<file path="src/verilog/pms_pkg.sv">
// pms_pkg: constants, register map and state codes of the power-mode supervisor
`default_nettype none
package pms_pkg;
  // ------------------------------------------------------------
  // clock and timing
  // ------------------------------------------------------------
  localparam int CLK_NS      = 50;
  localparam int STARTUP_NS  = 1000;
  localparam int STARTUP_CYC = (STARTUP_NS + CLK_NS - 1) / CLK_NS;
  localparam int CNT_W       = 5;
  // ------------------------------------------------------------
  // register offsets (byte addresses)
  // ------------------------------------------------------------
  localparam logic [11:0] OFF_CTRL   = 12'h000;
  localparam logic [11:0] OFF_WMASK  = 12'h004;
  localparam logic [11:0] OFF_STATUS = 12'h008;
  localparam logic [11:0] OFF_IMASK  = 12'h00C;
  localparam logic [11:0] OFF_MODE   = 12'h010;
  // ------------------------------------------------------------
  // control fields and reset values
  // ------------------------------------------------------------
  localparam int CT_MON_EN   = 0;
  localparam int CT_MON_FALL = 1;
  localparam int CT_MON_RISE = 2;
  localparam int CT_STOP_LP  = 3;
  localparam int CT_DEEP     = 4;
  localparam int CT_STANDBY  = 5;
  localparam int CT_LVL_LO   = 6;
  localparam int CTRL_W      = 9;
  localparam int WMASK_W     = 21;
  localparam logic [CTRL_W-1:0]  CTRL_RST  = 9'h000;
  localparam logic [WMASK_W-1:0] WMASK_RST = 21'h000000;
  // ------------------------------------------------------------
  // status / interrupt bits
  // ------------------------------------------------------------
  localparam int SB_MON_FALL  = 0;
  localparam int SB_MON_RISE  = 1;
  localparam int SB_STBY_EXIT = 2;
  localparam int SB_STOP_WAKE = 3;
  localparam int STAT_W       = 4;
  localparam logic [STAT_W-1:0] STAT_RST = 4'h0;
  // ------------------------------------------------------------
  // synchroniser lanes
  // ------------------------------------------------------------
  localparam int IX_MAIN_OK  = 0;
  localparam int IX_ANA_OK   = 1;
  localparam int IX_MON_LOW  = 2;
  localparam int IX_RSTPIN_N = 3;
  localparam int IX_WDG      = 4;
  localparam int IX_WAKE     = 5;
  localparam int IX_RTC      = 6;
  localparam int IX_ANA_OFF  = 7;
  localparam int IX_INT      = 8;
  localparam int INT_W       = 5;
  localparam int IX_EXT      = 13;
  localparam int EXT_W       = 16;
  localparam int SYNC_W      = 29;
  localparam logic [SYNC_W-1:0] SYNC_RST = 29'h0000_0008;
  // ------------------------------------------------------------
  // power modes
  // ------------------------------------------------------------
  typedef enum logic [5:0] {
    PM_RESTART = 6'h01,
    PM_RUN     = 6'h02,
    PM_SLEEP   = 6'h04,
    PM_STOP    = 6'h08,
    PM_STANDBY = 6'h10,
    PM_IDLE    = 6'h20
  } pms_mode_t;
endpackage
`default_nettype wire

</file>
<file path="src/verilog/pms_sync_if.sv">
// pms_sync_if: raw asynchronous inputs and their filtered copies
`default_nettype none
interface pms_sync_if;
  import pms_pkg::*;
  logic [SYNC_W-1:0] raw;
  logic [SYNC_W-1:0] clean;
  modport bank (input raw, output clean);
  modport user (output raw, input clean);
endinterface
`default_nettype wire

</file>
<file path="src/verilog/pms_sync_bank.sv">
// pms_sync_bank: three-stage synchroniser with agreement filter per lane
`default_nettype none
module pms_sync_bank (
  input  wire logic sys_clk_i,
  input  wire logic rst_i,
  input  wire logic clk_en_i,
  pms_sync_if.bank  io
);
  import pms_pkg::*;
  for (genvar i = 0; i < SYNC_W; i++) begin : g_lane
    logic s1_q, s2_q, s3_q, cl_q;
    logic s1_d, s2_d, s3_d, cl_d;
    // the first stage feeds only the second
    always_comb begin
      s1_d = io.raw[i];
      s2_d = s1_q;
      s3_d = s2_q;
      cl_d = (s2_q == s3_q) ? s3_q : cl_q;
    end
    always_ff @(posedge sys_clk_i) begin
      if (rst_i) begin
        s1_q <= SYNC_RST[i];
        s2_q <= SYNC_RST[i];
        s3_q <= SYNC_RST[i];
        cl_q <= SYNC_RST[i];
      end else if (clk_en_i) begin
        s1_q <= s1_d;
        s2_q <= s2_d;
        s3_q <= s3_d;
        cl_q <= cl_d;
      end
    end
    assign io.clean[i] = cl_q;
  end
endmodule // pms_sync_bank
`default_nettype wire

</file>
<file path="src/verilog/pms_supervisor.sv">
// pms_supervisor: reset supervision, supply monitor and power-mode sequencing
//
// The implementer's own choices: the register addresses and register access over APB.
`default_nettype none
module pms_supervisor (
  input  wire logic                       sys_clk_i,
  input  wire logic                       rst_i,
  input  wire logic                       clk_en_i,
  input  wire logic                       psel_i,
  input  wire logic                       penable_i,
  input  wire logic                       pwrite_i,
  input  wire logic [11:0]                paddr_i,
  input  wire logic [31:0]                pwdata_i,
  output logic [31:0]                     prdata_o,
  output logic                            pready_o,
  output logic                            pslverr_o,
  input  wire logic                       main_supply_ok_i,
  input  wire logic                       analog_supply_ok_i,
  input  wire logic                       supply_below_level_i,
  input  wire logic                       analog_check_off_i,
  input  wire logic                       external_reset_pin_n_i,
  input  wire logic                       independent_watchdog_rst_i,
  input  wire logic                       wakeup_pin_i,
  input  wire logic                       rtc_alarm_i,
  input  wire logic [pms_pkg::INT_W-1:0]  int_wake_i,
  input  wire logic [pms_pkg::EXT_W-1:0]  external_event_lines_i,
  input  wire logic                       cpu_sleep_req_i,
  input  wire logic                       cpu_wake_evt_i,
  output logic                            chip_reset_o,
  output logic                            regulator_en_o,
  output logic                            regulator_lp_o,
  output logic                            core_power_o,
  output logic                            cpu_clk_en_o,
  output logic                            core_clk_en_o,
  output logic                            pll_en_o,
  output logic                            internal_fast_rc_osc_en_o,
  output logic                            external_fast_osc_en_o,
  output logic                            backup_clk_en_o,
  output logic [2:0]                      monitor_level_o,
  output logic                            irq_o
);
  import pms_pkg::*;

  // ------------------------------------------------------------
  // input synchronisers
  // ------------------------------------------------------------
  pms_sync_if sif ();
  assign sif.raw = {external_event_lines_i, int_wake_i, analog_check_off_i, rtc_alarm_i,
                    wakeup_pin_i, independent_watchdog_rst_i, external_reset_pin_n_i,
                    supply_below_level_i, analog_supply_ok_i, main_supply_ok_i};

  pms_sync_bank u_sync (
    .sys_clk_i (sys_clk_i),
    .rst_i     (rst_i),
    .clk_en_i  (clk_en_i),
    .io        (sif.bank)
  );

  logic [SYNC_W-1:0] cl;
  logic              prev_low_q, prev_wk_q, prev_rtc_q;
  logic              prev_low_d, prev_wk_d, prev_rtc_d;
  logic              wk_rise, rtc_rise, low_rise, low_fall;
  logic              supply_bad, rst_req;
  assign cl = sif.clean;

  always_comb begin
    prev_low_d = cl[IX_MON_LOW];
    prev_wk_d  = cl[IX_WAKE];
    prev_rtc_d = cl[IX_RTC];
  end
  always_ff @(posedge sys_clk_i) begin
    if (rst_i) begin
      prev_low_q <= 1'b0;
      prev_wk_q  <= 1'b0;
      prev_rtc_q <= 1'b0;
    end else if (clk_en_i) begin
      prev_low_q <= prev_low_d;
      prev_wk_q  <= prev_wk_d;
      prev_rtc_q <= prev_rtc_d;
    end
  end

  assign wk_rise  = cl[IX_WAKE] & ~prev_wk_q;
  assign rtc_rise = cl[IX_RTC] & ~prev_rtc_q;
  assign low_rise = cl[IX_MON_LOW] & ~prev_low_q;
  assign low_fall = ~cl[IX_MON_LOW] & prev_low_q;
  // analog lane is skipped when the option bit trades safety for current
  assign supply_bad = ~cl[IX_MAIN_OK] | (~cl[IX_ANA_OK] & ~cl[IX_ANA_OFF]);
  assign rst_req = supply_bad | ~cl[IX_RSTPIN_N] | cl[IX_WDG];

  // ------------------------------------------------------------
  // registers
  // ------------------------------------------------------------
  logic [CTRL_W-1:0]  ctrl_q, ctrl_d;
  logic [WMASK_W-1:0] wmask_q, wmask_d;
  logic [STAT_W-1:0]  stat_q, stat_d, imask_q, imask_d, stat_set;
  logic [31:0]        rdata_q, rdata_d;
  logic               ph_q, ph_d;
  logic               acc, wr, rd, hit;
  logic [31:0]        rmux;
  pms_mode_t          st_q, st_d;
  logic [CNT_W-1:0]   cnt_q, cnt_d;
  logic               wake_hit, mon_fall_evt, mon_rise_evt;

  assign acc = psel_i & penable_i & ph_q & clk_en_i;
  assign wr  = acc & pwrite_i;
  assign rd  = acc & ~pwrite_i;

  always_comb begin
    hit  = 1'b1;
    rmux = 32'h0000_0000;
    if (paddr_i == OFF_CTRL) begin
      rmux[CTRL_W-1:0] = ctrl_q;
    end else if (paddr_i == OFF_WMASK) begin
      rmux[WMASK_W-1:0] = wmask_q;
    end else if (paddr_i == OFF_STATUS) begin
      rmux[STAT_W-1:0] = stat_q;
    end else if (paddr_i == OFF_IMASK) begin
      rmux[STAT_W-1:0] = imask_q;
    end else if (paddr_i == OFF_MODE) begin
      rmux[5:0] = st_q;
      rmux[8]   = cl[IX_MON_LOW];
      rmux[9]   = supply_bad;
    end else begin
      hit = 1'b0;
    end
  end

  assign pready_o  = acc;
  assign pslverr_o = acc & ~hit;
  assign prdata_o  = rdata_q;

  // supply monitor edges, gated by enable and edge selection
  assign mon_fall_evt = ctrl_q[CT_MON_EN] & ctrl_q[CT_MON_FALL] & low_rise;
  assign mon_rise_evt = ctrl_q[CT_MON_EN] & ctrl_q[CT_MON_RISE] & low_fall;

  // any enabled external line or internal source (monitor output first)
  assign wake_hit = |({cl[IX_INT +: INT_W], cl[IX_EXT +: EXT_W]} & wmask_q)
                  | (wmask_q[EXT_W] & (mon_fall_evt | mon_rise_evt));

  always_comb begin
    stat_set = '0;
    stat_set[SB_MON_FALL]  = mon_fall_evt;
    stat_set[SB_MON_RISE]  = mon_rise_evt;
    stat_set[SB_STBY_EXIT] = (st_q == PM_STANDBY) & (rst_req | wk_rise | rtc_rise);
    stat_set[SB_STOP_WAKE] = (st_q == PM_STOP) & wake_hit & ~rst_req;
  end

  always_comb begin
    ctrl_d  = ctrl_q;
    wmask_d = wmask_q;
    imask_d = imask_q;
    stat_d  = stat_q;
    rdata_d = rdata_q;
    ph_d    = psel_i & ~acc;
    if (psel_i & ~pwrite_i) begin
      rdata_d = rmux;
    end
    if (wr & (paddr_i == OFF_CTRL)) begin
      ctrl_d = pwdata_i[CTRL_W-1:0];
    end else if (wr & (paddr_i == OFF_WMASK)) begin
      wmask_d = pwdata_i[WMASK_W-1:0];
    end else if (wr & (paddr_i == OFF_IMASK)) begin
      imask_d = pwdata_i[STAT_W-1:0];
    end
    // read clears only what it returned, so an event landing mid-transfer survives
    if (rd & (paddr_i == OFF_STATUS)) begin
      stat_d = stat_q & ~rdata_q[STAT_W-1:0];
    end
    stat_d = stat_d | stat_set;
    // the deep request is one-shot: it is dropped once standby is taken
    if (st_q == PM_STANDBY) begin
      ctrl_d[CT_DEEP] = 1'b0;
    end
  end

  always_ff @(posedge sys_clk_i) begin
    if (rst_i) begin
      ctrl_q  <= CTRL_RST;
      wmask_q <= WMASK_RST;
      imask_q <= STAT_RST;
      stat_q  <= STAT_RST;
      rdata_q <= 32'h0000_0000;
      ph_q    <= 1'b0;
    end else if (clk_en_i) begin
      ctrl_q  <= ctrl_d;
      wmask_q <= wmask_d;
      imask_q <= imask_d;
      stat_q  <= stat_d;
      rdata_q <= rdata_d;
      ph_q    <= ph_d;
    end
  end

  assign irq_o = |(stat_q & imask_q);

  // ------------------------------------------------------------
  // power-mode sequencer
  // ------------------------------------------------------------
  always_comb begin
    st_d  = st_q;
    cnt_d = cnt_q;
    case (st_q)
      PM_RESTART: begin
        if (rst_req) begin
          cnt_d = '0;
        end else if (cnt_q == CNT_W'(STARTUP_CYC - 1)) begin
          st_d = PM_RUN;
        end else begin
          cnt_d = cnt_q + CNT_W'(1);
        end
      end
      PM_RUN: begin
        if (cpu_sleep_req_i & ~ctrl_q[CT_DEEP]) begin
          st_d = PM_SLEEP;
        end else if (cpu_sleep_req_i & ctrl_q[CT_STANDBY]) begin
          st_d = PM_STANDBY;
        end else if (cpu_sleep_req_i) begin
          st_d = PM_STOP;
        end
      end
      PM_SLEEP: begin
        if (cpu_wake_evt_i) begin
          st_d = PM_RUN;
        end
      end
      PM_STOP: begin
        if (wake_hit) begin
          st_d = PM_RUN;
        end
      end
      PM_STANDBY: begin
        if (wk_rise | rtc_rise) begin
          st_d = PM_RESTART;
        end
      end
      default: st_d = PM_RESTART;
    endcase
    if (rst_req) begin
      st_d  = PM_RESTART;
      cnt_d = '0;
    end else if (st_d == PM_RESTART && st_q != PM_RESTART) begin
      cnt_d = '0;
    end
  end

  always_ff @(posedge sys_clk_i) begin
    if (rst_i) begin
      st_q  <= PM_RESTART;
      cnt_q <= '0;
    end else if (clk_en_i) begin
      st_q  <= st_d;
      cnt_q <= cnt_d;
    end
  end

  // outputs decoded from the one-hot mode flops
  assign chip_reset_o   = (st_q == PM_RESTART);
  assign regulator_en_o = (st_q != PM_STANDBY);
  assign core_power_o   = (st_q != PM_STANDBY);
  assign regulator_lp_o = (st_q == PM_STOP) & ctrl_q[CT_STOP_LP];
  assign cpu_clk_en_o   = (st_q == PM_RUN);
  assign core_clk_en_o  = (st_q == PM_RUN) | (st_q == PM_SLEEP) | (st_q == PM_RESTART);
  assign pll_en_o       = (st_q == PM_RUN) | (st_q == PM_SLEEP);
  assign internal_fast_rc_osc_en_o = core_clk_en_o;
  assign external_fast_osc_en_o    = (st_q == PM_RUN) | (st_q == PM_SLEEP);
  // backup-domain clocks never follow the mode
  assign backup_clk_en_o = 1'b1;
  assign monitor_level_o = ctrl_q[CT_LVL_LO +: 3];
endmodule // pms_supervisor
`default_nettype wire

</file>
<file path="config.mk">
export PLATFORM = sky130hd
export DESIGN_NAME = pms_supervisor
export DESIGN_NICKNAME = d
export VERILOG_FILES = /design/src/verilog/pms_pkg.sv /design/src/verilog/pms_sync_if.sv /design/src/verilog/pms_sync_bank.sv /design/src/verilog/pms_supervisor.sv
export SDC_FILE = /design/constraint.sdc
export NUM_CORES = 1
export LEC_CHECK = 0
export BUFFER_PORTS_ARGS = -buffer_cell sky130_fd_sc_hd__buf_2
export CAP_MARGIN = 0
export CELL_PAD_IN_SITES_DETAIL_PLACEMENT = 0
export CELL_PAD_IN_SITES_GLOBAL_PLACEMENT = 1
export CORE_MARGIN = 2
export CORE_UTILIZATION = 46
export DETAILED_ROUTE_END_ITERATION = 7
export GPL_TIMING_DRIVEN = 0
export PLACE_DENSITY_LB_ADDON = 0.05
export SLEW_MARGIN = 40
export SYNTH_ARGS = -nofsm -noshare
export SYNTH_HDL_FRONTEND = slang
export SYNTH_SLANG_ARGS = --single-unit
</file>
<file path="constraint.sdc">
create_clock -name sys_clk_i -period 4.9 [get_ports sys_clk_i]
set_input_delay 0.49 -clock sys_clk_i [delete_from_list [all_inputs] [get_ports sys_clk_i]]
set_output_delay 0.49 -clock sys_clk_i [all_outputs]
set_load 0.02 [all_outputs]
</file>
# [Word-level counts from Yosys, hierarchy flattened]
# Index checks and enable logic that the tools add are counted.
[word_totals] in_bits=81 register_bits=190
[classes] reduce_logical=41 n_eq_ne=43 muxes=36 add_sub_neg=1 n_bitwise=58
[ops] operator="$mux 6" count=11
[ops] operator="$reduce_and 2->1" count=32
[ops] operator="$pmux 6 s5" count=1
[ops] operator="$eq 1x1->1" count=29
[ops] operator="$and 1x1->1" count=28
[ops] operator="$mux 5" count=5
[ops] operator="$eq 12x4->1 const B" count=2
[ops] operator="$and 21x21->21" count=1
[ops] operator="$reduce_or 21->1" count=1
[ops] operator="$not 1->1" count=15
[ops] operator="$mux 2" count=7
[ops] operator="$eq 12x3->1 const B" count=1
[ops] operator="$eq 12x5->1 const B" count=1
[ops] operator="$eq 6x1->1 const B" count=2
[ops] operator="$logic_not 12->1" count=1
[ops] operator="$mux 12" count=1
[ops] operator="$mux 4" count=3
[ops] operator="$mux 11" count=1
[ops] operator="$or 1x1->1" count=10
[ops] operator="$mux 9" count=1
[ops] operator="$and 4x4->4" count=2
[ops] operator="$eq 6x2->1 const B" count=1
[ops] operator="$eq 6x3->1 const B" count=1
[ops] operator="$eq 6x4->1 const B" count=1
[ops] operator="15 further kinds" count=21

# [Longest topological paths before layout]
[logic_depth] ltp_word=12 ltp_mapped=8 mapped_depth_nobuf=5

# [Hierarchy]
# Synthesis repeated with hierarchy kept, for this count alone.
[hier_totals] cells_unflattened=926 hier_area_um2=8293.0
[by_module_without_submodules] mod="pms_sync_bank" instances=1 area_per_inst_um2=4555.6 cells_each=466
[by_module_without_submodules] mod="pms_supervisor" instances=1 area_per_inst_um2=3737.3 cells_each=460

# [Worst setup path after synthesis]
# OpenSTA, ideal clock, no wires.
[synth_timing] path_type="flip-flop to output port" start="register st_q[2]" end="output internal_fast_rc_osc_en_o" path_stages_with_launch=7 slack_ns=2.605 required_time_ns=4.410 arrival_time_ns=1.805 cell_sequence="dfxtp_1 > buf_6 > or4b_4 > or3_1 > clkbuf_1 > nand3_1 > buf_4"
[synth_via] elab_chain_cells=3 elab_cells_between_ends=5
[synth_lines] element="start: declaration" line="pms_supervisor.sv:101" rtl="pms_mode_t st_q, st_d;"
[synth_lines] element="start signal: assignment" line="pms_supervisor.sv:252" rtl="st_q <= st_d;"
[synth_lines] element="$eq 6x2->1 or $eq 6x3->1 (tied branches)" line="pms_supervisor.sv:263" rtl="assign core_clk_en_o = (st_q == PM_RUN) | (st_q == PM_SLEEP) | (st_q == PM_RESTART);"
[synth_lines] element="$or 1x1->1" line="pms_supervisor.sv:263"
[synth_lines] element="$or 1x1->1 *" line="pms_supervisor.sv:263"
[synth_lines] element="end: declaration" line="pms_supervisor.sv:36" rtl="output logic internal_fast_rc_osc_en_o,"
# Mark *: on every way between the ends. The rest lies on a longest branch, timed or not.

# [Worst setup path in the final report]
[layout_timing] start="register st_q[1]" end="output internal_fast_rc_osc_en_o"
# The elaborated chain is that of the path after synthesis.

==> results by group <==
Status
  • Result of the run: complete, no violations

Job
  • Number of maximum-capacitance violations: 0

Timing
  • Final Slew Violations: 0
  • Slew headroom: 47.6%
  • RSZ-0062 raised after global routing: false
  • Shortest clock period the worst path allows after layout: 2.84 ns
  • Final period util: 58.0%
  • Pin slew with the least headroom to its limit: 0.785 ns
  • Maximum clock frequency: 352 MHz
  • Setup Viol. Count Final: 0
  • Worst clock skew: 0.00571 ns
  • Hold violation total from the final report: 0
  • Setup_tns: 0 ns

Critical path
  • Setup crit end kind: primary output
  • Worst endpoint data arrival time: 2.35 ns
  • Top fanout value on the critical path: 7
  • Kind of critical path: flip-flop to primary output
  • Depth of the worst register-to-register path: 5
  • Kind of start point of the critical path: flip-flop
  • Worst EP required: 4.41 ns

Clocking
  • Clock Path Buffers: 2
  • Total CTS buffers: 17
  • Worst-skew pair later-pin latency: 0.44 ns
  • Library cell used as clock root buffer: clkbuf_16
  • PostCTS Resize Cnt: 0
  • Total number of clock tree sinks: 190
  • TritonCTS clock tree: done
  • Clock input transition at the sequential cells of the worst setup and hold paths: 0.07 ns
  • Post-CTS setup buffers: 0
  • Number of buffers inserted by hold repair at cts: 0
  • CTS H-tree lvls: 4

Min path
  • Worst hold path depth: 3
  • Kind of path behind the tightest hold check: input pin to flip-flop

Logic synthesis
  • Most used DFF post-synth: dfxtp_1
  • Gate count of the mapped netlist: 901
  • Largest cells by area after synthesis: dfxtp_1, mux2i_1, nor2_1
  • Post-synthesis cell area: 0.00800 mm2
  • Number of warnings printed during yosys synthesis: 0
  • Mean instance size in the synthesized netlist: 8.88 um2
  • Cell type contributing the most total cell area after synthesis: dfxtp_1
  • Number of enable-type register cells in the synthesized netlist: 0
  • Register bit total from synthesis: 190
  • Distinct cell type count after synthesis: 61
  • Portion of the post-synthesis area used by sequential elements: 47.6%
  • Area share of the leading cell type in the synthesized netlist: 47.6%
  • Async set-reset flop share out of synthesis: 0%

Global routing
  • Total routing resource utilization after global routing: 23.3%
  • GR Util met1: 30.9%
  • Global-route track usage on met3: 4.36%
  • Via count of the first global-routing pass: 6169
  • Largest net degree at the start of global routing: 19
  • Wire length of the first global-routing pass: 33.2 mm
  • Initial antenna violation count: 0
  • Total congestion overflow after global routing: 0
  • Busiest layer in global routing: met2
  • Met2 Use GR: 38.0%

Pwr
  • Power share of the clock group: 44.1%
  • Total leakage power: 4.04 nW
  • Power density over the cells: 340 mW/mm2
  • Net switching share of the total power: 24.4%
  • Part of the total power dissipated in combinational logic: 6.3%
  • Pint: 2.42 mW
  • Net switching component of the power: 0.783 mW
  • Power after layout: 3.21 mW
  • Worst IR Drop VDD: 0.000250 V
  • Relative contribution of sequential cells to total power: 49.6%

Placed design
  • Final HPWL from detailed placement: 15.5 mm
  • Routability congestion estimate: 0.844
  • Port Buf Inserts: 102

Die
  • Die width: 136 um
  • Starting utilization of the core area: 46.7%
  • Die Height: 136 um
  • Floorplan core area: 0.0171 mm2
  • Top Ports: 129
  • Count of standard-cell rows: 48
  • Die area: 0.0185 mm2

Drt
  • Post-route DRC violation count: 0
  • Drt total wl: 20.9 mm
  • Drt pass-1 iters: 5
  • First-iteration detailed-routing DRC count: 503
  • Total via count after detailed routing: 6755
  • Wirelength per Cell: 16.5 um
  • Antenna-violating nets left: 0
  • Number of vias per cell: 5.32

Finish
  • Area growth from synthesis to final layout: 18.1%
  • Filler instances: 1666
  • Commonest cells after routing, fill and taps aside: dfxtp_1, nor2_1, buf_2, nand2_1, mux2i_1
  • Fraction of layout instances using a drive strength above 1: 16.7%
  • Antenna cell count: 0
  • Net total in the final layout: 1114
  • Commonest non-fill, non-tap cell in the layout: dfxtp_1
layer usage:
metal,up-vias,part of all wire [%]
li1,3402,-
met5,-,0
met1,3133,46
met4,0,2.4
met2,188,47
met3,32,4.6
cell type report:
class / count / area (um2) / area share [%]
Sequential cell: 190 / 3800 / 40.3
Timing Repair Buffer: 102 / 510 / 5.41
Inverter: 16 / 60.1 / 0.636
Buffer: 74 / 372 / 3.93
Multi-Input combinational cell: 631 / 3810 / 40.4
Tap cell: 225 / 282 / 2.98
Clock inverter: 14 / 174 / 1.84
Clock buffer: 18 / 429 / 4.54
metrics by stage:
stage               worst slack (ns)  std cells  cell area (um2)  hold WS [ns]  util (%)
floorplan                       2.61        911             8040         0.441         -
global placement                2.11       1238             8830         0.443      51.6
detailed placement              2.35       1238             8840         0.446      51.7
CTS                             2.06       1270             9440         0.275      55.2
global route                    1.90       1270             9440         0.287      55.2
finish                          2.06       1270             9440         0.285      55.2
power groups by stage:
stage               combinational, mW  sequential, mW  clock, mW
floorplan                       0.128            1.62          0
global placement                0.199            1.63          0
detailed placement              0.201            1.63          0
CTS                             0.201            1.59       1.44
global route                    0.222            1.59       1.51
finish                          0.201            1.59       1.42
synth_stat cells (all sizes together) (4+ instances only):
master	count
a221oi	5
nand2	98
dfxtp	190
o21ai	45
clkbuf	45
and2	6
nor4	8
a211o	4
nor2	120
nor3	6
a21o	32
nor2b	14
a31oi	8
nand3b	4
nand3	10
inv	16
a21oi	74
and3	6
or2	5
mux2i	95
buf	29
nand2b	6
o2111ai	4
a22oi	22
flip-flops by register name, summed over array words and instances (netlist names):
register,flops
prev_low_q,1
prev_rtc_q,1
stat_q,4
u_sync.g_lane.s1_q,29
ph_q,1
wmask_q,21
prev_wk_q,1
st_q,6
u_sync.g_lane.s2_q,29
u_sync.g_lane.cl_q,29
imask_q,4
ctrl_q,9
u_sync.g_lane.s3_q,29
prdata_o,21
cnt_q,5
worst paths after layout:
check / slack (ns) / start / end
setup reg to reg: 2.71 / cnt_q[0] / cnt_q[4]
hold / removal: 0.28 / external_event_lines_i[1] / u_sync.g_lane[14].s1_q
setup / recovery: 2.06 / st_q[1] / internal_fast_rc_osc_en_o
hold reg to reg: 0.46 / prdata_o[5] / prdata_o[5]
worst max-delay path, stage by stage, from the launching register on:
cell,delay [ns]
dfxtp_1,0.52
or4b_4,0.53
or3_1,0.31
clkbuf_1,0.18
nand3_1,0.12
buf_4,0.11
buf_2,0.15
logic make-up after synthesis:
group / share of synthesized area [%]
AO/OA/AOI/OAI: 17.8
XOR/XNOR: 0.110
adder cells (fa/ha/maj): 0.156
buffers and inverters: 5.40
flip-flops: 47.6
multiplexers: 11.9
other: 0.0939
AND/OR/NAND/NOR: 17.0
(Power assumes the default switching activity.)
